### src/design/tsr_pkg.sv
package tsr_pkg;
   // ----------------------------------------
   // Register addresses
   // ----------------------------------------
   localparam int TSR_ADDR_W = 3;
   localparam logic [2:0] TSR_ADDR_CAP = 3'h0;
   localparam logic [2:0] TSR_ADDR_SETUP = 3'h1;
   localparam logic [2:0] TSR_ADDR_UPPER = 3'h2;
   localparam logic [2:0] TSR_ADDR_LOWER = 3'h3;
   localparam logic [2:0] TSR_ADDR_CRIT = 3'h4;
   localparam logic [2:0] TSR_ADDR_TEMP = 3'h5;
   localparam logic [2:0] TSR_ADDR_MAKER = 3'h6;
   localparam logic [2:0] TSR_ADDR_PART = 3'h7;
   // ----------------------------------------
   // Reset values and masks
   // ----------------------------------------
   localparam logic [15:0] TSR_CAP_VALUE = 16'h0077;
   localparam logic [15:0] TSR_LIMIT_RESET = 16'h0000;
   localparam logic [15:0] TSR_LIMIT_MASK = 16'h1FFC;
   localparam logic [12:0] TSR_TEMP_RESET = 13'h0000;
   // ----------------------------------------
   // Setup register fields
   // ----------------------------------------
   localparam int TSR_SET_HYSTERESIS_SELECT_HI = 10;
   localparam int TSR_SET_HYSTERESIS_SELECT_LO = 9;
   localparam int TSR_SET_HALT = 8;
   localparam int TSR_SET_CRIT_FREEZE = 7;
   localparam int TSR_SET_ALARM_LOCK = 6;
   localparam int TSR_SET_CLEAR = 5;
   localparam int TSR_SET_STATE_COPY = 4;
   localparam int TSR_SET_ALERT_EN = 3;
   localparam int TSR_SET_CRIT_ONLY = 2;
   localparam int TSR_SET_POL = 1;
   localparam int TSR_SET_MODE = 0;
   // ----------------------------------------
   // Temperature register flags
   // ----------------------------------------
   localparam int TSR_TEMP_CRIT = 15;
   localparam int TSR_TEMP_HIGH = 14;
   localparam int TSR_TEMP_LOW = 13;
   // ----------------------------------------
   // Hysteresis in 0.0625 degC steps
   // ----------------------------------------
   localparam logic [14:0] TSR_HYSTERESIS_SELECT_NONE = 15'h0000;
   localparam logic [14:0] TSR_HYSTERESIS_SELECT_SMALL = 15'h0018;
   localparam logic [14:0] TSR_HYSTERESIS_SELECT_MID = 15'h0030;
   localparam logic [14:0] TSR_HYSTERESIS_SELECT_LARGE = 15'h0060;
endpackage : tsr_pkg

### src/design/tsr_register_bank.sv
`timescale 1ns/1ps
`default_nettype none
module tsr_register_bank
#(
   parameter logic [15:0] MAKER_CODE = 16'h0A5C, // Arbitrary value
   parameter logic [15:0] PART_CODE = 16'h00F1 // Arbitrary value
)
(
   input wire logic clk,
   input wire logic rst_b,
   input wire logic clk_en,
   input wire logic ptr_wr,
   input wire logic [tsr_pkg::TSR_ADDR_W-1:0] ptr_addr,
   input wire logic reg_wr,
   input wire logic [15:0] reg_wdata,
   input wire logic conv_tick,
   input wire logic [12:0] conv_temp,
   output logic [15:0] rd_data_ff,
   output logic wr_ack_ff,
   output logic alert_out_ff,
   output logic alert_oe_ff
);
   import tsr_pkg::*;

   // ----------------------------------------
   // Declarations
   // ----------------------------------------
   logic [2:0] ptr_ff;
   logic [15:0] upper_ff;
   logic [15:0] lower_ff;
   logic [15:0] crit_ff;
   logic [12:0] temp_ff;
   logic [1:0] hysteresis_select_ff;
   logic halt_ff;
   logic crit_freeze_ff;
   logic alarm_lock_ff;
   logic alert_en_ff;
   logic crit_only_ff;
   logic pol_ff;
   logic mode_ff;
   logic tick_s1_ff;
   logic tick_s2_ff;
   logic tick_s3_ff;
   logic tick_lvl_ff;
   logic above_crit_ff;
   logic above_high_ff;
   logic below_low_ff;
   logic window_prev_ff;
   logic latch_ff;
   logic clr_pend_ff;
   logic event_ff;
   logic lock_any;
   logic tick_rise;
   logic wr_setup;
   logic clear_req;
   logic window_out;
   logic nxt_event;
   logic [14:0] hysteresis_select_amt;
   logic signed [14:0] t_s;
   logic signed [14:0] hi_s;
   logic signed [14:0] lo_s;
   logic signed [14:0] cr_s;
   logic signed [14:0] hy_s;
   logic [15:0] setup_rd;
   logic [15:0] nxt_rd_data;
   assign lock_any = crit_freeze_ff | alarm_lock_ff;
   assign wr_setup = reg_wr && (ptr_ff == TSR_ADDR_SETUP);
   assign clear_req = wr_setup && reg_wdata[TSR_SET_CLEAR];
   // ----------------------------------------
   // Conversion tick crossing
   // ----------------------------------------
   // Three stages; the agreed level is taken only once stages two and three match
   always_ff @(posedge clk or negedge rst_b)
   begin
      if (!rst_b)
      begin
         tick_s1_ff <= 1'b0;
         tick_s2_ff <= 1'b0;
         tick_s3_ff <= 1'b0;
         tick_lvl_ff <= 1'b0;
      end
      else if (clk_en)
      begin
         tick_s1_ff <= conv_tick;
         tick_s2_ff <= tick_s1_ff;
         tick_s3_ff <= tick_s2_ff;
         if (tick_s2_ff == tick_s3_ff)
            tick_lvl_ff <= tick_s3_ff;
      end
   end
   assign tick_rise = tick_s2_ff && tick_s3_ff && !tick_lvl_ff;

   // ----------------------------------------
   // Pointer and write acknowledge
   // ----------------------------------------
   // Pointer powers up on the capability register
   always_ff @(posedge clk or negedge rst_b)
   begin
      if (!rst_b)
         ptr_ff <= TSR_ADDR_CAP;
      else if (clk_en && ptr_wr)
         ptr_ff <= ptr_addr;
   end

   // Every write is answered, even one the bank refuses to store
   always_ff @(posedge clk or negedge rst_b)
   begin
      if (!rst_b)
         wr_ack_ff <= 1'b0;
      else if (clk_en)
         wr_ack_ff <= reg_wr;
   end

   // ----------------------------------------
   // Limit registers
   // ----------------------------------------
   // Unimplemented bits are masked so they always read zero
   always_ff @(posedge clk or negedge rst_b)
   begin
      if (!rst_b)
      begin
         upper_ff <= TSR_LIMIT_RESET;
         lower_ff <= TSR_LIMIT_RESET;
         crit_ff <= TSR_LIMIT_RESET;
      end
      else if (clk_en && reg_wr)
      begin
         if (ptr_ff == TSR_ADDR_UPPER && !alarm_lock_ff)
            upper_ff <= reg_wdata & TSR_LIMIT_MASK;
         if (ptr_ff == TSR_ADDR_LOWER && !alarm_lock_ff)
            lower_ff <= reg_wdata & TSR_LIMIT_MASK;
         if (ptr_ff == TSR_ADDR_CRIT && !crit_freeze_ff)
            crit_ff <= reg_wdata & TSR_LIMIT_MASK;
      end
   end

   // ----------------------------------------
   // Setup register
   // ----------------------------------------
   // Locks are sticky; only reset releases them
   always_ff @(posedge clk or negedge rst_b)
   begin
      if (!rst_b)
      begin
         crit_freeze_ff <= 1'b0;
         alarm_lock_ff <= 1'b0;
      end
      else if (clk_en && wr_setup)
      begin
         if (reg_wdata[TSR_SET_CRIT_FREEZE])
            crit_freeze_ff <= 1'b1;
         if (reg_wdata[TSR_SET_ALARM_LOCK])
            alarm_lock_ff <= 1'b1;
      end
   end

   // Halt may always be cleared, but never set under a lock
   always_ff @(posedge clk or negedge rst_b)
   begin
      if (!rst_b)
         halt_ff <= 1'b0;
      else if (clk_en && wr_setup)
      begin
         if (!reg_wdata[TSR_SET_HALT])
            halt_ff <= 1'b0;
         else if (!lock_any)
            halt_ff <= 1'b1;
      end
   end

   // Mode fields frozen while any lock holds; enable starts low
   always_ff @(posedge clk or negedge rst_b)
   begin
      if (!rst_b)
      begin
         hysteresis_select_ff <= 2'b00;
         alert_en_ff <= 1'b0;
         pol_ff <= 1'b0;
         mode_ff <= 1'b0;
         crit_only_ff <= 1'b0;
      end
      else if (clk_en && wr_setup && !lock_any)
      begin
         hysteresis_select_ff <= reg_wdata[TSR_SET_HYSTERESIS_SELECT_HI:TSR_SET_HYSTERESIS_SELECT_LO];
         alert_en_ff <= reg_wdata[TSR_SET_ALERT_EN];
         pol_ff <= reg_wdata[TSR_SET_POL];
         mode_ff <= reg_wdata[TSR_SET_MODE];
         crit_only_ff <= reg_wdata[TSR_SET_CRIT_ONLY];
      end
   end

   // ----------------------------------------
   // Temperature capture
   // ----------------------------------------
   // The converter word is assumed steady around its tick, so it is not synchronised
   always_ff @(posedge clk or negedge rst_b)
   begin
      if (!rst_b)
         temp_ff <= TSR_TEMP_RESET;
      else if (clk_en && tick_rise && !halt_ff)
         temp_ff <= conv_temp;
   end

   // ----------------------------------------
   // Limit comparison with hysteresis
   // ----------------------------------------
   always_comb
   begin
      case (hysteresis_select_ff)
         2'b00: hysteresis_select_amt = TSR_HYSTERESIS_SELECT_NONE;
         2'b01: hysteresis_select_amt = TSR_HYSTERESIS_SELECT_SMALL;
         2'b10: hysteresis_select_amt = TSR_HYSTERESIS_SELECT_MID;
         default: hysteresis_select_amt = TSR_HYSTERESIS_SELECT_LARGE;
      endcase
   end
   // Limits share the temperature scale; their low two bits are zero
   assign t_s = {{2{temp_ff[12]}}, temp_ff};
   assign hi_s = {{2{upper_ff[12]}}, upper_ff[12:0]};
   assign lo_s = {{2{lower_ff[12]}}, lower_ff[12:0]};
   assign cr_s = {{2{crit_ff[12]}}, crit_ff[12:0]};
   assign hy_s = $signed(hysteresis_select_amt);
   // Flags trip only past the limit and release once back at the far edge of the hysteresis band.
   // Limit changes take effect at once, not at the next sample.
   always_ff @(posedge clk or negedge rst_b)
   begin
      if (!rst_b)
      begin
         above_crit_ff <= 1'b0;
         above_high_ff <= 1'b0;
         below_low_ff <= 1'b0;
      end
      else if (clk_en)
      begin
         if (t_s > cr_s)
            above_crit_ff <= 1'b1;
         else if (t_s <= cr_s - hy_s)
            above_crit_ff <= 1'b0;
         if (t_s > hi_s)
            above_high_ff <= 1'b1;
         else if (t_s <= hi_s - hy_s)
            above_high_ff <= 1'b0;
         if (t_s < lo_s)
            below_low_ff <= 1'b1;
         else if (t_s >= lo_s + hy_s)
            below_low_ff <= 1'b0;
      end
   end

   // ----------------------------------------
   // Event logic
   // ----------------------------------------
   assign window_out = crit_only_ff ? 1'b0 : (above_high_ff | below_low_ff);
   // Interrupt latch: any window crossing sets it; set wins over clear.
   // A clear seen above critical waits until the temperature drops below.
   always_ff @(posedge clk or negedge rst_b)
   begin
      if (!rst_b)
      begin
         window_prev_ff <= 1'b0;
         latch_ff <= 1'b0;
         clr_pend_ff <= 1'b0;
      end
      else if (clk_en)
      begin
         window_prev_ff <= window_out;
         if (window_out != window_prev_ff)
            latch_ff <= 1'b1;
         else if (clear_req && mode_ff && !above_crit_ff)
            latch_ff <= 1'b0;
         else if (clr_pend_ff && !above_crit_ff)
            latch_ff <= 1'b0;
         if (clear_req && mode_ff && above_crit_ff)
            clr_pend_ff <= 1'b1;
         else if (!above_crit_ff || !mode_ff)
            clr_pend_ff <= 1'b0;
      end
   end
   // Interrupt mode follows the latch, comparator mode the window itself
   always_comb
   begin
      if (mode_ff)
         nxt_event = latch_ff | above_crit_ff;
      else
         nxt_event = window_out | above_crit_ff;
   end
   // Shutdown freezes the alert state; only a clear may drop it meanwhile
   always_ff @(posedge clk or negedge rst_b)
   begin
      if (!rst_b)
         event_ff <= 1'b0;
      else if (clk_en)
      begin
         if (!halt_ff)
            event_ff <= nxt_event;
         else if (clear_req && mode_ff && !above_crit_ff)
            event_ff <= 1'b0;
      end
   end

   // ----------------------------------------
   // Alert pin
   // ----------------------------------------
   // Open-drain: the pin is only ever pulled low, so output stays zero
   always_ff @(posedge clk or negedge rst_b)
   begin
      if (!rst_b)
      begin
         alert_out_ff <= 1'b0;
         alert_oe_ff <= 1'b0;
      end
      else if (clk_en)
      begin
         alert_out_ff <= 1'b0;
         if (!alert_en_ff)
            alert_oe_ff <= pol_ff;
         else
            alert_oe_ff <= pol_ff ? !event_ff : event_ff;
      end
   end

   // ----------------------------------------
   // Read path
   // ----------------------------------------
   always_comb
   begin
      setup_rd = 16'h0000;
      setup_rd[TSR_SET_HYSTERESIS_SELECT_HI:TSR_SET_HYSTERESIS_SELECT_LO] = hysteresis_select_ff;
      setup_rd[TSR_SET_HALT] = halt_ff;
      setup_rd[TSR_SET_CRIT_FREEZE] = crit_freeze_ff;
      setup_rd[TSR_SET_ALARM_LOCK] = alarm_lock_ff;
      setup_rd[TSR_SET_CLEAR] = 1'b0;
      setup_rd[TSR_SET_STATE_COPY] = alert_en_ff & event_ff;
      setup_rd[TSR_SET_ALERT_EN] = alert_en_ff;
      setup_rd[TSR_SET_CRIT_ONLY] = crit_only_ff;
      setup_rd[TSR_SET_POL] = pol_ff;
      setup_rd[TSR_SET_MODE] = mode_ff;
   end

   always_comb
   begin
      case (ptr_ff)
         TSR_ADDR_CAP: nxt_rd_data = TSR_CAP_VALUE;
         TSR_ADDR_SETUP: nxt_rd_data = setup_rd;
         TSR_ADDR_UPPER: nxt_rd_data = upper_ff;
         TSR_ADDR_LOWER: nxt_rd_data = lower_ff;
         TSR_ADDR_CRIT: nxt_rd_data = crit_ff;
         TSR_ADDR_TEMP: nxt_rd_data = {above_crit_ff, above_high_ff, below_low_ff, temp_ff};
         TSR_ADDR_MAKER: nxt_rd_data = MAKER_CODE;
         default: nxt_rd_data = PART_CODE;
      endcase
   end

   // Registered so the serial engine sees a steady word a cycle after the pointer moves
   always_ff @(posedge clk or negedge rst_b)
   begin
      if (!rst_b)
         rd_data_ff <= TSR_CAP_VALUE;
      else if (clk_en)
         rd_data_ff <= nxt_rd_data;
   end
endmodule : tsr_register_bank
`default_nettype wire

### config.mk
export PLATFORM = sky130hd
export DESIGN_NAME = tsr_register_bank
export DESIGN_NICKNAME = d
export VERILOG_FILES = /design/src/design/tsr_pkg.sv /design/src/design/tsr_register_bank.sv
export SDC_FILE = /design/constraint.sdc
export NUM_CORES = 1
export LEC_CHECK = 0
export ABC_AREA = 1
export BUFFER_PORTS_ARGS = -buffer_cell sky130_fd_sc_hd__clkbuf_2
export CAP_MARGIN = 20
export CORE_UTILIZATION = 40
export CTS_CLUSTER_DIAMETER = 120
export CTS_CLUSTER_SIZE = 20
export DETAILED_ROUTE_END_ITERATION = 12
export GPL_TIMING_DRIVEN = 0
export PLACE_DENSITY = 0.55
export RECOVER_POWER = 100
export SKIP_LAST_GASP = 1
export SLEW_MARGIN = 15
export SYNTH_ARGS = -nofsm -noshare
export SYNTH_HDL_FRONTEND = slang
export SYNTH_SLANG_ARGS = --single-unit
### constraint.sdc
create_clock -name clk -period 4.09 [get_ports clk]
set_clock_uncertainty 0.1 [all_clocks]
set_input_delay 0.409 -clock clk [delete_from_list [all_inputs] [get_ports clk]]
set_output_delay 0.409 -clock clk [all_outputs]
set_load 0.02 [all_outputs]
==> results of run 1 <==
## cells in the final DEF (no fill, tap or decap), types with 3 or more instances in the layout
master,n
dfrtp_1,81
clkbuf_16,9
nor2_1,56
inv_1,121
clkbuf_2,33
clkbuf_1,34
o22ai_1,12
nand3_1,31
mux2_2,5
ha_1,79
nand2_1,219
dfstp_2,6
o21bai_1,3
nor3_1,9
a31oi_1,3
nor4_1,3
xor2_1,17
fa_1,3
a21o_1,4
nand4_1,15
xnor2_1,3
a21oi_1,50
o21ai_0,73
## sequential cells by signal, indices dropped and copies added, names as in the netlist, 2 cells and up
signal and cells:
hysteresis_select_ff 2, upper_ff 11, crit_ff 11, temp_ff 13
ptr_ff 3, rd_data_ff 16, lower_ff 11
## metal layers
metal,vias up,track usage [%],wire length [µm]
met3,26,3.769,895
met4,0,7.913,410
met1,2673,35.78,9430
li1,2838,-,-
met2,139,37.51,8334
met5,-,0,0
## worst max-delay path by stage
| stage | start | to | slack [ns] | depth (start not counted) |
|---|---|---|---|---|
| floorplan | hysteresis_select_ff[0]$_DFFE_PN0P_ | above_crit_ff$_DFFE_PN0P_ | 1.14 | 23 |
| global placement | hysteresis_select_ff[0]$_DFFE_PN0P_ | above_crit_ff$_DFFE_PN0P_ | 0.45 | 23 |
| detailed placement | hysteresis_select_ff[0]$_DFFE_PN0P_ | above_crit_ff$_DFFE_PN0P_ | 0.44 | 23 |
| CTS | hysteresis_select_ff[0]$_DFFE_PN0P_ | above_crit_ff$_DFFE_PN0P_ | 0.41 | 23 |
| global route | hysteresis_select_ff[0]$_DFFE_PN0P_ | above_crit_ff$_DFFE_PN0P_ | 0.08 | 23 |
| finish | hysteresis_select_ff[0]$_DFFE_PN0P_ | above_crit_ff$_DFFE_PN0P_ | 0.37 | 23 |
## worst max-delay path, delay by kind of cell, from the launching register on
family / cells / cell delay (ns)
AND/OR/NAND/NOR: 13 / 1.11
flip-flops: 1 / 0.50
adder cells (fa/ha/maj): 3 / 0.96
buffers and inverters: 5 / 0.52
AO/OA/AOI/OAI: 2 / 0.40
## area by class of cell
class	instances	share of cell area, %
Buffer	18	1.051
Sequential cell	87	31.09
Clock inverter	6	0.7479
Timing Repair Buffer	51	3.312
Tap cell	211	3.757
Clock buffer	10	3.259
Multi-Input combinational cell	601	50.27
Inverter	122	6.517
## power by group through the flow
stage | sequential (W) | combinational, W | clock, W
6_report | 0.00115 | 0.000929 | 0.000803
5_1_grt | 0.00116 | 0.00110 | 0.000846
4_1_cts | 0.00115 | 0.000952 | 0.000822
3_5_place_dp | 0.00117 | 0.000946 | 0
3_3_place_gp | 0.00117 | 0.000934 | 0
2_1_floorplan | 0.00112 | 0.000670 | 0
## stage by stage
step           utilization (%)  instances  cell area (µm²)  setup WS [ns]
2_1_floorplan                -        828             6286          1.138
3_3_place_gp             44.60       1090             6805         0.4544
3_5_place_dp             44.66       1090             6814         0.4360
4_1_cts                  46.50       1106             7096         0.4149
5_1_grt                  46.05       1106             7027        0.08113
6_report                 46.05       1106             7027         0.3744
## cell families (layout without fill, tap and decap cells)
family | Yosys count | after routing | share of synthesized area [%]
other | 1 | 1 | 0.05966
XOR/XNOR | 22 | 22 | 3.304
AO/OA/AOI/OAI | 153 | 153 | 13.16
buffers and inverters | 140 | 207 | 8.638
AND/OR/NAND/NOR | 338 | 338 | 22.51
multiplexers | 5 | 5 | 0.8956
adder cells (fa/ha/maj) | 82 | 82 | 16.68
flip-flops | 87 | 87 | 34.75
==> metrics.cfg, run 1 <==
[detailed_routing]
dr.first_iter.drc_count=374
vias=5676
drc_errors=0
drt-total-wl_um=19070
wl_per_cell_um=17.24
via_per_inst=5.132
first_pass_iters=7
antenna_left=0

[hold_path]
hold-path-endpoint=tick_s1_ff$_DFFE_PN0P_
hold_path_depth=3
hold_start=conv_tick
hold_path.class=input port to flop

[global_route]
overflow=0
grt_usage_pct=24.66
grt_pass1_wl_um=29340
antenna_found_initial=0
grt_pass1_vias=5247
grt_max_degree=88

[floorplan]
die_area_mm2=0.01622
die_h_um=127.4
coreArea_mm2=0.01526
std_cell_rows=45
io_pins=57
fp.dieW_um=127.4
start_util_pct=41.20

[clock_tree]
cts_buffer_depth=2
cts.clk_slew.worst_paths_ns=0.07
clockRootBuffer=clkbuf_16
cts_tree=done
numCtsBuffers=9
insertion_delay_ns=0.35
ctsResizeCount=0
cts.sinks=87
cts_hold_buf=0
post-cts-setup-buffer-count=0
htreeDepth=3

[pwr]
p_int_w=0.001772
p_leak_nw=3.495
total_power_w=0.002885
seqPwrFrac_pct=40.0
power_frac_clock_pct=27.8
p_sw_w=0.001113
p_sw_share_pct=38.57
pwr_density_cell_mw_per_mm2=410.6
combPwrFrac_pct=32.2
ir_drop_v=0.0002834

[timing]
hold_slack_ns=0.1644
setup_viol_count_final=0
slew_violations=88
worst_pin_slew_ns=2.229
rsz0062_at_grt=false
tns_ns=0
min_period_ns=3.716
fmaxAchievable_mhz=269.1
hold_viol=0
post-route-period-util_pct=90.85
worst_slew_margin_rel_pct=-48.63

[critical_path]
crit_chain=inv_1 -> ha_1 -> inv_1 -> fa_1 -> inv_1 -> nand2_1 -> nand2_1 -> a21oi_1 -> nand2_1 -> o21ai_0 -> inv_1 -> ha_1 -> nand2_1 -> inv_1 -> nand2_1 -> nor2_1 -> nand2_1 -> nand3_1 -> nand2_1 -> nand3_1 -> nand2_1 -> nand2_1 -> nand2_1
cp-start-kind=flop
cpPeakStageDelay_ns=0.50
r2r_setup_slack_ns=0.37
crit_type=flop to flop
r2r-end=above_crit_ff$_DFFE_PN0P_
critPathSlowestCell=dfrtp_1
end_kind=flop
arrival_ns=3.86
r2r_cells=23
reg2reg_from=hysteresis_select_ff[0]$_DFFE_PN0P_
cp_max_fo=5
crit_required_ns=4.23
crit_top_cell=nand2_1

[synth]
syn-num-nets=948
syn_inst=828
synth_cell_types=39
mappedNetlistArea_mm2=0.006286
ys_warn_count=0
ys_top_cells_by_count=nand2_1 (217), inv_1 (117), dfrtp_1 (81)
yosysMostFrequentCell=nand2_1
synth.area.top_cells=dfrtp_1 (32%), ha_1 (16%), nand2_1 (13%), inv_1 (7.0%), o21ai_0 (5.7%)
synth_seq_cells=87
syn_area_per_cell_um2=7.592
synth-edff-count=0
yosysTopAreaCell=dfrtp_1
synth_top_area_share_pct=32.25
synth-async-reset-ratio_pct=100.0
ys_seq_area_share_pct=34.75
synth-main-ff-cell=dfrtp_1

[placed_design]
port_buffers=51
dp_hpwl_um=15020
gp_congestion=0.9449

[cells_and_area]
areaGrowthSynthToFinish_pct=11.78
nFillCells=1618
antenna_cells=0
multi_input_area_mm2=0.003532
layout.nets=1010
drive_gt1_share_pct=7.486
seq_area_mm2=0.002185

[flow_run]
maxCapViolations=1

[outcome]
outcome=complete, but fails checks
violations=capacitance limit, slew limit

Note: power is estimated with default switching activity, not from simulation.
==> run 2: changes to the inputs <==
- BUFFER_PORTS_ARGS: -buffer_cell sky130_fd_sc_hd__clkbuf_2 -> unset
- DONT_BUFFER_PORTS: unset -> 1
- PLACE_DENSITY: 0.55 -> 0.52
==> run 2 against run 1 <==
The flow still finishes with violations (capacitance limit, slew limit). Combinational power is 6.1% lower. Sequential share of layout area up 0.81 points. First-iteration DRC count fell by 1.9%. Critical path depth unchanged. Register-to-register slack barely moved. Hold slack worse by 0.091 ns. Fmax increased by 0.33%. Total power rose by 2.8%. Clock power rose by 12%. Non-clock buffer count decreased by 49. Largest cell class unchanged.
==> metrics.cfg, run 2 (synthesis results as in run 1) <==
[critical_path]
arrival_ns=3.83  ; -0.03 ns
crit_top_cell=nand2_1
cpPeakStageDelay_ns=0.49  ; about the same
reg2reg_from=hysteresis_select_ff[0]$_DFFE_PN0P_
cp_max_fo=5  ; unchanged
r2r_cells=23  ; unchanged
end_kind=flop
r2r_setup_slack_ns=0.39  ; about the same
cp-start-kind=flop
r2r-end=above_crit_ff$_DFFE_PN0P_
crit_required_ns=4.22  ; about the same
critPathSlowestCell=dfrtp_1
crit_type=flop to flop
crit_chain=inv_1 -> ha_1 -> inv_1 -> fa_1 -> inv_1 -> nand2_1 -> nand2_1 -> a21oi_1 -> nand2_1 -> o21ai_0 -> inv_1 -> ha_1 -> nand2_1 -> inv_1 -> nand2_1 -> nor2_1 -> nand2_1 -> nand3_1 -> nand2_1 -> nand3_1 -> nand2_1 -> nand2_1 -> nand2_1

[global_route]
grt_pass1_wl_um=30590  ; +4.3%
grt_pass1_vias=5387  ; +2.7%
grt_max_degree=88  ; unchanged
antenna_found_initial=0  ; unchanged
overflow=0  ; unchanged
grt_usage_pct=25.64  ; +0.98 points

[timing]
worst_pin_slew_ns=2.228  ; -0.001211 ns
worst_slew_margin_rel_pct=-48.55  ; +0.081 points
setup_viol_count_final=0  ; unchanged
slew_violations=88  ; unchanged
finalWorstSetupSlack_ns=0.3865  ; +0.01211 ns
hold_viol=0  ; unchanged
post-route-period-util_pct=90.55  ; -0.30 points
rsz0062_at_grt=false
min_period_ns=3.703  ; -0.01211 ns
fmaxAchievable_mhz=270.0  ; +0.33%
tns_ns=0  ; unchanged

[pwr]
p_sw_share_pct=36.72  ; -1.8 points
seqPwrFrac_pct=40.2  ; +0.2 points
pwr_density_cell_mw_per_mm2=433.1  ; +5.5%
p_leak_nw=3.361  ; -3.8%
power_frac_clock_pct=30.4  ; +2.6 points
p_int_w=0.001877  ; +5.9%
p_sw_w=0.001090  ; -2.1%
ir_drop_v=0.0002153  ; -24%
combPwrFrac_pct=29.4  ; -2.8 points
total_power_w=0.002967  ; +2.8%

[cells_and_area]
layout.nets=961  ; -4.9%
seq_area_mm2=0.002185  ; unchanged
reg_top3=rd_data_ff: 16 flops, temp_ff: 13 flops
multi_input_area_mm2=0.003532  ; unchanged
drive_gt1_share_pct=3.550  ; -3.9 points
final_util_pct=44.89  ; -1.2 points
nFillCells=1572  ; -2.8%
layout_commonest_cell=nand2_1
regMostFlops=rd_data_ff
largest_reg_flops=16  ; unchanged
layout_common_cells=nand2_1 (219), inv_1 (121), dfrtp_1 (81), ha_1 (79), o21ai_0 (73)
areaGrowthSynthToFinish_pct=8.957
antenna_cells=0  ; unchanged

[detailed_routing]
wl_per_cell_um=18.65  ; +8.1%
via_per_inst=5.207  ; +1.5%
dr.first_iter.drc_count=367  ; -1.9%
drc_errors=0  ; unchanged
drt-total-wl_um=19690  ; +3.3%
vias=5499  ; -3.1%
antenna_left=0  ; unchanged
first_pass_iters=5  ; -2

[clock_tree]
htreeDepth=3  ; unchanged
cts.clk_slew.worst_paths_ns=0.06  ; about the same
insertion_delay_ns=0.35  ; about the same
cts_tree=done
numCtsBuffers=9  ; unchanged
cts_buffer_depth=2  ; unchanged
clockRootBuffer=clkbuf_16
cts.sinks=87  ; unchanged
post-cts-setup-buffer-count=0  ; unchanged
ctsResizeCount=0  ; unchanged

[floorplan]
die_area_mm2=0.01622  ; unchanged
start_util_pct=41.20  ; unchanged
die_h_um=127.4  ; unchanged
coreArea_mm2=0.01526  ; unchanged
std_cell_rows=45  ; unchanged
io_pins=57  ; unchanged
fp.dieW_um=127.4  ; unchanged

[placed_design]
dp_hpwl_um=15440  ; +2.8%
gp_congestion=0.8781  ; -7.1%
port_buffers=0  ; -100%
post-place-ws_ns=0.4150  ; -0.02096 ns

[flow_run]
maxCapViolations=1  ; unchanged

[outcome]
outcome=complete, but fails checks
violations=capacitance limit, slew limit

[hold_path]
hold_path_depth=2  ; -1
hold-path-endpoint=alarm_lock_ff$_DFFE_PN0P_
hold_path.class=input port to flop
hold_start=reg_wdata[6]

## run 2: final cells by class
type / count / share of cell area, %
Multi-Input combinational cell: 601 / 51.57
Sequential cell: 87 / 31.90
Inverter: 122 / 6.686
Tap cell: 211 / 3.855
Clock buffer: 10 / 3.489
Clock inverter: 5 / 1.187
Buffer: 18 / 1.096
Timing Repair Buffer: 2 / 0.2192
## run 2: worst max-delay path, delay by kind of cell, from the launching register on
kind	cells	cell delay [ns]
simple gates	13	1.09
fa+ha+maj	3	0.96
buf+inv	5	0.52
flops	1	0.49
compound gates	2	0.42
## run 2: routing by layer
| metal | wire, µm | GRT usage [%] | vias to the layer above |
|---|---|---|---|
| met3 | 1190 | 4.229 | 20 |
| met4 | 325 | 6.793 | 0 |
| li1 | - | - | 2735 |
| met5 | 0 | 0 | - |
| met2 | 8877 | 39.99 | 136 |
| met1 | 9298 | 36.77 | 2608 |
## run 2: stage by stage
| step | hold WS, ns | std cells | cell area (µm²) |
|---|---|---|---|
| after floorplan | 0.01341 | 828 | 6286 |
| after global placement | 0.01504 | 1039 | 6550 |
| after detailed placement | 0.01456 | 1039 | 6550 |
| after CTS | 0.07340 | 1056 | 6908 |
| after global routing | 0.07853 | 1056 | 6849 |
| final | 0.07365 | 1056 | 6849 |
## run 2: worst max path at each step
stage / startpoint / endpoint
finish: hysteresis_select_ff[0]$_DFFE_PN0P_ / above_crit_ff$_DFFE_PN0P_
global route: hysteresis_select_ff[0]$_DFFE_PN0P_ / above_crit_ff$_DFFE_PN0P_
CTS: hysteresis_select_ff[0]$_DFFE_PN0P_ / above_crit_ff$_DFFE_PN0P_
detailed placement: hysteresis_select_ff[0]$_DFFE_PN0P_ / above_crit_ff$_DFFE_PN0P_
global placement: hysteresis_select_ff[0]$_DFFE_PN0P_ / above_crit_ff$_DFFE_PN0P_
floorplan: hysteresis_select_ff[0]$_DFFE_PN0P_ / above_crit_ff$_DFFE_PN0P_
## run 2: repair_timing
action | in CTS | in global routing
hold endpoints to repair | 87 | 0
hold buffers | 2 | 0
endpoints found under the setup margin | 0 | 0
## run 2: power groups by stage
stage                     registers (W)  clock network, W  logic (W)
after floorplan                 0.00112                 0   0.000670
after global placement          0.00121                 0   0.000821
after detailed placement        0.00121                 0   0.000857
after CTS                       0.00120          0.000909   0.000885
after global routing            0.00120          0.000948    0.00103
final                           0.00119          0.000903   0.000872
